`config.mk`:
```
export PLATFORM = sky130hd
export DESIGN_NAME = strobe_port_ctrl
export DESIGN_NICKNAME = d
export VERILOG_FILES = /design/src/strobe_port_pkg.sv /design/src/strobe_port_ctrl.sv /design/src/pin_sync.sv
export SDC_FILE = /design/constraint.sdc
export NUM_CORES = 1
export LEC_CHECK = 0
export ABC_AREA = 1
export BUFFER_PORTS_ARGS = -buffer_cell sky130_fd_sc_hd__buf_4
export CAP_MARGIN = 20
export CORE_ASPECT_RATIO = 1.75
export CORE_MARGIN = 3
export CORE_UTILIZATION = 57
export CTS_BUF_LIST = sky130_fd_sc_hd__clkbuf_16
export CTS_CLUSTER_DIAMETER = 40
export DETAILED_ROUTE_END_ITERATION = 10
export GPL_TIMING_DRIVEN = 0
export PLACE_DENSITY_LB_ADDON = 0.05
export SYNTH_ARGS = -nofsm -noshare
export SYNTH_HDL_FRONTEND = slang
export SYNTH_SLANG_ARGS = --single-unit
```
`constraint.sdc`:
```
create_clock -name mclk -period 8.7 [get_ports mclk]
set_clock_uncertainty 0.05 [all_clocks]
set_input_delay 0.87 -clock mclk [delete_from_list [all_inputs] [get_ports mclk]]
set_output_delay 0.87 -clock mclk [all_outputs]
set_load 0.005 [all_outputs]
```
`src/strobe_port_pkg.sv`:
```
// Shared types and constants for the strobed port pair and its interrupt logic
package strobe_port_pkg;

  // ----------------------------------------------------------------
  // Timing
  // ----------------------------------------------------------------
  localparam int CLK_PERIOD_NS   = 8;
  localparam int STROBE_PULSE_NS = 100;
  // Least time, so round up
  localparam int STROBE_PULSE_CYC_I = (STROBE_PULSE_NS + CLK_PERIOD_NS - 1) / CLK_PERIOD_NS;
  localparam logic [4:0] STROBE_PULSE_CYC = 5'(STROBE_PULSE_CYC_I);
  // Edges after reset before synced pins and the edge history are both real
  localparam logic [1:0] SYNC_SETTLE = 2'h3;

  // ----------------------------------------------------------------
  // Field positions of the interrupt status write data
  // ----------------------------------------------------------------
  localparam int ISR_BIT_PORT_A = 0;
  localparam int ISR_BIT_PORT_B = 1;
  localparam int ISR_BIT_EOW    = 2;
  localparam int ISR_W          = 3;

  // ----------------------------------------------------------------
  // Reset values
  // ----------------------------------------------------------------
  localparam logic [7:0] LATCH_RST  = 8'h00;
  localparam logic [4:0] PULSE_IDLE = 5'h00;

  // ----------------------------------------------------------------
  // Types
  // ----------------------------------------------------------------
  typedef struct packed {
    logic dir_out;          // 1: port drives its pins
    logic wire_or;          // 1: open-drain drivers
    logic strobe_polarity;  // 1: falling strobe is the valid edge
    logic irq_enable;
  } port_cfg_s;

  typedef struct packed {
    logic [7:0] latch;
    logic       clk_prev;
    logic       flag;
    logic [4:0] pulse_cnt;
    logic       strobe_out;
    logic       strobe_oe;
    logic [7:0] pin_out;
    logic [7:0] pin_oe;
  } port_state_s;

endpackage

```
`src/strobe_port_ctrl.sv`:
```
// Two strobed 8-bit ports with input latches, end-of-write flag and interrupt request
`timescale 1ns/1ps

// Behaviour
// - Output ports never raise flags
// - Valid strobe edge latches pins, sets flag
// - Port request gated by own enable
// - Request idles once causing flags clear
// - Method 1: clear by writing zero
// - Method 0: latch read clears flag
// - Latch clock is strobe XOR polarity
// - Strobe equal polarity keeps latch transparent
// - Polarity change acts as clock edge
// - Input-port latch clock rise sets flag
// - Plane being programmed blocked, other readable
// - Bit 6 toggles per read while programming
// - Programming done sets end-of-write flag
// - Enabled end-of-write raises request
// - Writing zero clears end-of-write flag
// - Pin state read is live, unlatched
// - Request is active-low open drain
// - Output write drives pins, pulses strobe
// - Polarity one falling, zero rising
// - Late enable with set flag asserts
module strobe_port_ctrl (
  input  wire logic                          mclk,
  input  wire logic                          reset,
  input  wire logic [7:0]                    port_a_pin_in,
  input  wire logic                          port_a_strobe_in,
  input  wire logic [7:0]                    port_b_pin_in,
  input  wire logic                          port_b_strobe_in,
  input  wire strobe_port_pkg::port_cfg_s    port_a_cfg,
  input  wire strobe_port_pkg::port_cfg_s    port_b_cfg,
  input  wire logic                          flag_clear_method,
  input  wire logic                          write_done_irq_enable,
  input  wire logic                          host_wr_a,
  input  wire logic                          host_wr_b,
  input  wire logic [7:0]                    host_wr_data,
  input  wire logic                          host_rd_latch_a,
  input  wire logic                          host_rd_latch_b,
  input  wire logic                          host_isr_wr,
  input  wire logic [strobe_port_pkg::ISR_W-1:0] host_isr_wdata,
  input  wire logic                          host_rd_last_byte,
  input  wire logic                          prog_busy,
  input  wire logic                          prog_plane_hi,
  input  wire logic                          write_done,
  output logic      [7:0]                    port_a_data_latch,
  output logic      [7:0]                    port_b_data_latch,
  output logic      [7:0]                    port_a_pin_state,
  output logic      [7:0]                    port_b_pin_state,
  output logic      [7:0]                    port_a_pin_out,
  output logic      [7:0]                    port_a_pin_oe,
  output logic      [7:0]                    port_b_pin_out,
  output logic      [7:0]                    port_b_pin_oe,
  output logic                               port_a_strobe_out,
  output logic                               port_a_strobe_oe,
  output logic                               port_b_strobe_out,
  output logic                               port_b_strobe_oe,
  output logic                               port_a_flag,
  output logic                               port_b_flag,
  output logic                               write_done_flag,
  output logic                               irq_n_out,
  output logic                               irq_n_oe,
  output logic                               toggle_bit,
  output logic                               plane_lo_blocked,
  output logic                               plane_hi_blocked
);

  // ----------------------------------------------------------------
  // State
  // ----------------------------------------------------------------
  typedef struct packed {
    strobe_port_pkg::port_state_s [1:0] port;
    logic                               eow_flag;
    logic                               toggle;
    logic                               lo_blocked;
    logic                               hi_blocked;
    logic [1:0]                         settle;
    logic                               irq_oe;
    logic                               irq_out;
  } ctrl_state_s;

  ctrl_state_s state_q;
  ctrl_state_s state_d;

  // ----------------------------------------------------------------
  // Pin synchronisers
  // ----------------------------------------------------------------
  logic [8:0] sync_a;
  logic [8:0] sync_b;

  pin_sync #(.W(9)) u_sync_a (
    .mclk     (mclk),
    .reset    (reset),
    .async_in ({port_a_strobe_in, port_a_pin_in}),
    .sync_out (sync_a)
  );

  pin_sync #(.W(9)) u_sync_b (
    .mclk     (mclk),
    .reset    (reset),
    .async_in ({port_b_strobe_in, port_b_pin_in}),
    .sync_out (sync_b)
  );

  // ----------------------------------------------------------------
  // Per-port views
  // ----------------------------------------------------------------
  strobe_port_pkg::port_cfg_s [1:0] cfg;
  logic [1:0][7:0] pins;
  logic [1:0]      strobe;
  logic [1:0]      host_wr;
  logic [1:0]      host_rd;
  logic [1:0]      latch_clk;
  logic [1:0]      clk_rise;
  logic [1:0]      flag_set;
  logic [1:0]      flag_clr;

  assign cfg     = {port_b_cfg, port_a_cfg};
  assign pins    = {sync_b[7:0], sync_a[7:0]};
  assign strobe  = {sync_b[8], sync_a[8]};
  assign host_wr = {host_wr_b, host_wr_a};
  assign host_rd = {host_rd_latch_b, host_rd_latch_a};

  // ----------------------------------------------------------------
  // Next state
  // ----------------------------------------------------------------
  always_comb begin
    logic req;
    req       = 1'b0;
    state_d   = state_q;
    latch_clk = '0;
    clk_rise  = '0;
    flag_set  = '0;
    flag_clr  = '0;
    if (state_q.settle != strobe_port_pkg::SYNC_SETTLE) begin
      state_d.settle = state_q.settle + 2'h1;
    end
    for (int i = 0; i < 2; i++) begin
      // A polarity flip away from a steady strobe's level also rises here
      latch_clk[i] = strobe[i] ^ cfg[i].strobe_polarity;
      // Synchronisers read zero out of reset; a false edge would set a flag
      clk_rise[i]  = latch_clk[i] & ~state_q.port[i].clk_prev
                   & (state_q.settle == strobe_port_pkg::SYNC_SETTLE);
      state_d.port[i].clk_prev = latch_clk[i];
      if (!cfg[i].dir_out) begin
        if (!latch_clk[i]) begin
          state_d.port[i].latch = pins[i];
        end
        flag_set[i] = clk_rise[i];
      end else if (host_wr[i]) begin
        state_d.port[i].latch     = host_wr_data;
        state_d.port[i].pulse_cnt = strobe_port_pkg::STROBE_PULSE_CYC;
      end else if (state_q.port[i].pulse_cnt != strobe_port_pkg::PULSE_IDLE) begin
        state_d.port[i].pulse_cnt = state_q.port[i].pulse_cnt - 5'h01;
      end
      if (!cfg[i].dir_out) begin
        state_d.port[i].pulse_cnt = strobe_port_pkg::PULSE_IDLE;
      end
      // Idle level is the inverse of the valid level
      state_d.port[i].strobe_out = cfg[i].strobe_polarity
        ^ (state_d.port[i].pulse_cnt == strobe_port_pkg::PULSE_IDLE);
      state_d.port[i].strobe_oe  = cfg[i].dir_out;
      // Open drain only ever pulls low; lines written one float as inputs
      state_d.port[i].pin_out = cfg[i].wire_or ? 8'h00 : state_d.port[i].latch;
      state_d.port[i].pin_oe  = !cfg[i].dir_out ? 8'h00
                              : (cfg[i].wire_or ? ~state_d.port[i].latch : 8'hff);
      if (flag_clear_method) begin
        flag_clr[i] = host_isr_wr & ~host_isr_wdata[i];
      end else begin
        flag_clr[i] = host_rd[i];
      end
      // Set wins over a clear in the same cycle
      state_d.port[i].flag = flag_set[i] | (state_q.port[i].flag & ~flag_clr[i]);
      req = req | (state_d.port[i].flag & cfg[i].irq_enable);
    end
    state_d.eow_flag = write_done
      | (state_q.eow_flag
         & ~(host_isr_wr & ~host_isr_wdata[strobe_port_pkg::ISR_BIT_EOW]));
    req = req | (state_d.eow_flag & write_done_irq_enable);
    state_d.irq_oe  = req;
    state_d.irq_out = 1'b0;
    if (prog_busy && host_rd_last_byte) begin
      state_d.toggle = ~state_q.toggle;
    end
    state_d.lo_blocked = prog_busy & ~prog_plane_hi;
    state_d.hi_blocked = prog_busy & prog_plane_hi;
  end

  always_ff @(posedge mclk or posedge reset) begin
    if (reset) begin
      state_q <= '0;
    end else begin
      state_q <= state_d;
    end
  end

  // ----------------------------------------------------------------
  // Outputs
  // ----------------------------------------------------------------
  assign port_a_data_latch = state_q.port[0].latch;
  assign port_b_data_latch = state_q.port[1].latch;
  assign port_a_pin_state  = sync_a[7:0];
  assign port_b_pin_state  = sync_b[7:0];
  assign port_a_pin_out    = state_q.port[0].pin_out;
  assign port_a_pin_oe     = state_q.port[0].pin_oe;
  assign port_b_pin_out    = state_q.port[1].pin_out;
  assign port_b_pin_oe     = state_q.port[1].pin_oe;
  assign port_a_strobe_out = state_q.port[0].strobe_out;
  assign port_a_strobe_oe  = state_q.port[0].strobe_oe;
  assign port_b_strobe_out = state_q.port[1].strobe_out;
  assign port_b_strobe_oe  = state_q.port[1].strobe_oe;
  assign port_a_flag       = state_q.port[0].flag;
  assign port_b_flag       = state_q.port[1].flag;
  assign write_done_flag   = state_q.eow_flag;
  assign irq_n_out         = state_q.irq_out;
  assign irq_n_oe          = state_q.irq_oe;
  assign toggle_bit        = state_q.toggle;
  assign plane_lo_blocked  = state_q.lo_blocked;
  assign plane_hi_blocked  = state_q.hi_blocked;
endmodule

```
`src/pin_sync.sv`:
```
// Two-flop synchroniser for a group of asynchronous pin levels
`timescale 1ns/1ps

module pin_sync #(
  parameter int W = 9
) (
  input  wire logic         mclk,
  input  wire logic         reset,
  input  wire logic [W-1:0] async_in,
  output logic      [W-1:0] sync_out
);

  typedef struct packed {
    logic [W-1:0] stage1;
    logic [W-1:0] stage2;
  } sync_state_s;

  sync_state_s state_q;
  sync_state_s state_d;

  // First stage feeds only the second
  always_comb begin
    state_d        = state_q;
    state_d.stage1 = async_in;
    state_d.stage2 = state_q.stage1;
  end

  always_ff @(posedge mclk or posedge reset) begin
    if (reset) begin
      state_q <= '0;
    end else begin
      state_q <= state_d;
    end
  end

  assign sync_out = state_q.stage2;

endmodule

```
### Word-level counts from Yosys, hierarchy flattened

Index checks and enable logic that the tools add are counted.

| cells by class | value |
|---|---|
| reduce and logical (&&, ||, !) cells | 5 |
| equality and inequality tests | 2 |
| add/sub/neg operators | 3 |
| bitwise operators | 36 |
| mux-type cells | 22 |

Operators by type and width:

| operator | count |
|---|---|
| $mux W8 | 12 |
| $mux W5 | 6 |
| $not A8 Y8 | 2 |
| $and A1 B1 Y1 | 15 |
| $logic_not A5 Y1 | 2 |
| $not A1 Y1 | 10 |
| $reduce_bool A5 Y1 | 2 |
| $sub A5 B1 Y5 const B | 2 |
| $or A1 B1 Y1 | 5 |
| $mux W1 | 4 |
| $xor A1 B1 Y1 | 4 |
| $add A2 B1 Y2 const B | 1 |
| $eq A2 B2 Y1 const B | 1 |
| $ne A2 B2 Y1 const B | 1 |
| $logic_and A1 B1 Y1 | 1 |

| word-level totals | value |
|---|---|
| word-level logic and storage cells | 94 |
| output and inout bits | 76 |
| flip-flop bits (word level) | 109 |
| bits of input ports | 50 |

### Depth between registers and ports, before layout

| depth | value |
|---|---|
| word-level depth | 9 |
| gate-level depth with buffers | 12 |
| mapped depth without buffers | 12 |

### Modules after synthesis

From an unflattened synthesis, not the netlist that was laid out.

| second synthesis, totals | value |
|---|---|
| cells, all modules | 464 |
| area, all modules | 4,560.6 um^2 |

By module, submodules not included:

| module | cells an instance | area each (um^2) | seq. area each (um^2) | times used |
|---|---|---|---|---|
| strobe_port_ctrl | 426 | 3,652.3 | 1,826.8 | 1 |
| pin_sync | 19 | 454.2 | 450.4 | 2 |

### Worst setup path after synthesis

OpenSTA, ideal clock, no wires.

| path | value |
|---|---|
| kind | input -> register |
| start | input port port_a_cfg[1] (netlist bit) |
| end | register state_q, in the netlist port_a_pin_out[3] |
| data arrival time | 1,564 ps |
| setup slack | 6,955 ps |
| cell stages on the path | 5 |
| cell sequence | or2_1 > nand2_4 > nor2_1 > o31ai_4 > nor2_1 |

RTL lines:

| element | line | source |
|---|---|---|
| from (decl) | strobe_port_ctrl.sv:32 | `input wire strobe_port_pkg::port_cfg_s port_a_cfg,` |
| to (signal assigned) | strobe_port_ctrl.sv:194 | `state_q <= state_d;` |
| to (decl) | strobe_port_ctrl.sv:83 | `ctrl_state_s state_q;` |

### Worst setup path in the final report

| path | value |
|---|---|
| start | register u_sync_a.state_q, in the netlist u_sync_a.sync_out[3] |
| end | output port port_a_pin_state[3] |

RTL lines:

| element | line | source |
|---|---|---|
| from (decl) | pin_sync.sv:18 | `sync_state_s state_q;` |
| from (signal assigned) | pin_sync.sv:32 | `state_q <= state_d;` |
| to (decl) | strobe_port_ctrl.sv:49 | `output logic [7:0] port_a_pin_state,` |

No word-level cell between the ends.

==> flow_metrics.tcl <==
set metrics [dict create \
    status "complete, no violations" \
    swShare_pct 24.44 \
    ant_nets 0 \
    die_area_um2 9509 \
    crit_family "flip-flops" \
    dr_total_vias 3426 \
    p_total_uw 1209 \
    seq_power_share_pct 46.9 \
    power.internal_uw 913.2 \
    drt_first_pass_iters 4 \
    initial_core_util_pct 59.26 \
    ff_latch_area_um2 2728 \
    ctsHoldBuffers 0 \
    slew_headroom_pct 46.53 \
    post_cts_buffers 0 \
    synth_mux_area_share_pct 0.2370 \
    power.switching_uw 295.4 \
    yosysWarnings 0 \
    yosysTopAreaCellShare_pct 57.41 \
    async_flop_share_pct 100.0 \
    crit_path_cell_trace "buf_4 -> buf_4" \
    power_frac_comb_pct 18.6 \
    grt_max_degree 69 \
    finalSetupViolations 0 \
    n_antenna_cell 0 \
    synth_edf_count 0 \
    worstPathRequired_ns 7.78 \
    hold_viol_final 0 \
    gp_congestion 0.8462 \
    synth_flop_cell "dfrtp_1" \
    cp.arrival_ns 1.01 \
    cp-start-kind "flop" \
    drc 0 \
    worstSkewPairLatency_ns 0.35 \
    layout_commonest_cell "buf_4" \
    die_y_um 126.8 \
    rsz0062_at_grt "false" \
    num_io_pins 126 \
    cts-root-buf "clkbuf_16" \
    syn_inst 478 \
    p_leak_uw 0.003340 \
    antenna_found_initial 0 \
    fp-row-count 43 \
    power_density_nw_per_um2 198.4 \
    final.fill_count 574 \
    port_buffers 120 \
    finalCriticalPeriod_ns 1.928 \
    cpPeakStageDelay_ns 0.40 \
    vdd_drop_max_mv 0.1377 \
    crit_buf_inv 2 \
    multi_input_area_um2 1146 \
    die_w_um 75.01 \
    clock-sinks 109 \
    cts_tree "done" \
    htreeDepth 3 \
    drive_above_1_share_pct 39.90 \
    crit_fanout 2 \
    drt-initial-drc-count 199 \
    cp_slowest_cell "dfrtp_1" \
    yosys.area_share.adder_pct 0.7901 \
    synthTopCellsByArea "dfrtp_1 (57%), buf_4 (11%), inv_1 (6.2%), nor2_1 (4.3%), o31ai_2 (3.7%)" \
    cts_resized 0 \
    grtUsageTotal_pct 22.16 \
    grt_overflow 0 \
    synth-compound-area-share_pct 10.40 \
    fin_nets 663 \
    wirelength_um 9658 \
    worst-setup-path-type "flop to output pin" \
    synthesis.nets 531 \
    max_slew.worst_pin.slew_ns 0.8021 \
    synth_top_family_by_area "buffers and inverters" \
    grt_pass1_wl_um 15880 \
    min_path_type "flop to flop" \
    finalCritPeriodShare_pct 22.16 \
    synth_area_um2 4751 \
    yosysTopAreaCell "dfrtp_1" \
    synth-seq-cells 109 \
    synth-simple-area-share_pct 12.25 \
    yosysUniqueCellTypes 33 \
    grt_pass1_vias 3539 \
    clockBufferDepth 2 \
    fmax_mhz 518.6 \
    max-cap-violations 0 \
    cts_buffers 9 \
    drt-vias-per-instance 4.866 \
    layout_common_cells "buf_4 (188), dfrtp_1 (109), inv_1 (79)" \
    core_um2 8016 \
    place_hpwl_um 7599 \
    wl_per_cell_um 13.72 \
    maxSlewViolCount 0 \
    power_frac_clock_pct 34.5 \
    clk_pin_slew_ns 0.07 \
    crit_top_cell "buf_4" \
    area_growth_pct 28.23 \
    cp-end-kind "output pin" \
    synthXorXnorAreaFrac_pct 0.3687 \
    synth_seq_area_share_pct 57.41 \
    tns_ns 0 \
    avgSynthCellArea_um2 9.939 \
]
## final timing paths
| kind | start | endpoint | slack, ns | cells after the start |
|---|---|---|---|---|
| max | u_sync_a.sync_out[3] | port_a_pin_state[3] | 6.77 | 2 |
| min | u_sync_b.state_d[5] | u_sync_b.sync_out[5] | 0.29 | 0 |
| max reg2reg | state_q[26] | port_a_strobe_out | 7.07 | 9 |
| min reg2reg | u_sync_b.state_d[5] | u_sync_b.sync_out[5] | 0.29 | 0 |
| max in group asynchronous | reset | port_b_pin_out[0] | 7.27 | 3 |
| min in group asynchronous | reset | toggle_bit | 0.64 | 2 |
## cell type report
class	count	area share (%)
Buffer	77	9.037
Clock buffer	9	3.697
Clock inverter	6	1.314
Inverter	86	5.402
Multi-Input combinational cell	206	18.81
Sequential cell	109	44.77
Tap cell	90	1.848
Timing Repair Buffer	121	15.12
## metal layers
metal / part of all wire [%] / vias up / GRT usage (%) / wire length [um]
met5: 0 / - / 0 / 0
met3: 5.6 / 19 / 5.551 / 540
met4: 3.0 / 0 / 10.17 / 291
met1: 35 / 1626 / 23.90 / 3382
met2: 56 / 108 / 39.11 / 5443
li1: - / 1673 / - / -
## power by group through the flow
stage	Sequential [uW]	Combinational (uW)	Clock (uW)
6_report	567	224	417
3_5_place_dp	577	227	0
4_1_cts	567	228	426
2_1_floorplan	572	133	0
5_1_grt	572	251	445
3_3_place_gp	575	219	0
## per-stage QoR
step	hold slack [ns]	utilization [%]	setup WS, ns	cells	area (um^2)
2_1_floorplan	0.2812	-	4.906	478	4751
3_3_place_gp	0.2813	71.91	3.873	688	5764
3_5_place_dp	0.2847	72.19	6.709	689	5787
4_1_cts	0.2948	76.00	6.761	704	6092
5_1_grt	0.3085	76.00	6.733	704	6092
6_report	0.2939	76.00	6.772	704	6092
## cell usage after synthesis (2+ instances only)
library cell,n
nand4_1,4
nor3_1,2
nand3_1,11
xnor2_1,2
nor2_1,55
inv_2,5
inv_1,79
dfrtp_1,109
nor2_4,2
nand2_1,44
buf_2,5
nand2_2,2
clkbuf_1,3
nand3_2,5
ha_1,3
o31ai_2,14
o21bai_1,2
o21ai_0,2
o21ai_1,16
a21oi_1,32
nand2_4,2
buf_4,68
## kinds of logic (layout without fill, tap and decap cells)
family,after synthesis,count (layout)
XOR/XNOR,2,2
AND/OR/NAND/NOR,129,129
AO/OA/AOI/OAI,70,70
flip-flops,109,109
other,1,1
multiplexers,1,1
adder cells (fa/ha/maj),3,3
buffers and inverters,163,299
## sequential cells by signal, summed over array words and instances, names as in the netlist, 9 cells and up
register and count:
u_sync_b.sync_out 9, u_sync_b.state_d 9, u_sync_a.sync_out 9, u_sync_a.state_d 9, state_q 14
## worst reg2reg max path, delay by kind of cell, from the launching register on
kind / cells / cell delay, ns
AOI/OAI and AO/OA: 1 / 0.12
adders and majority gates: 1 / 0.31
buffers and inverters: 1 / 0.12
DFF: 1 / 0.38
and+or+nand+nor: 6 / 0.54
(Power assumes the default switching activity.)
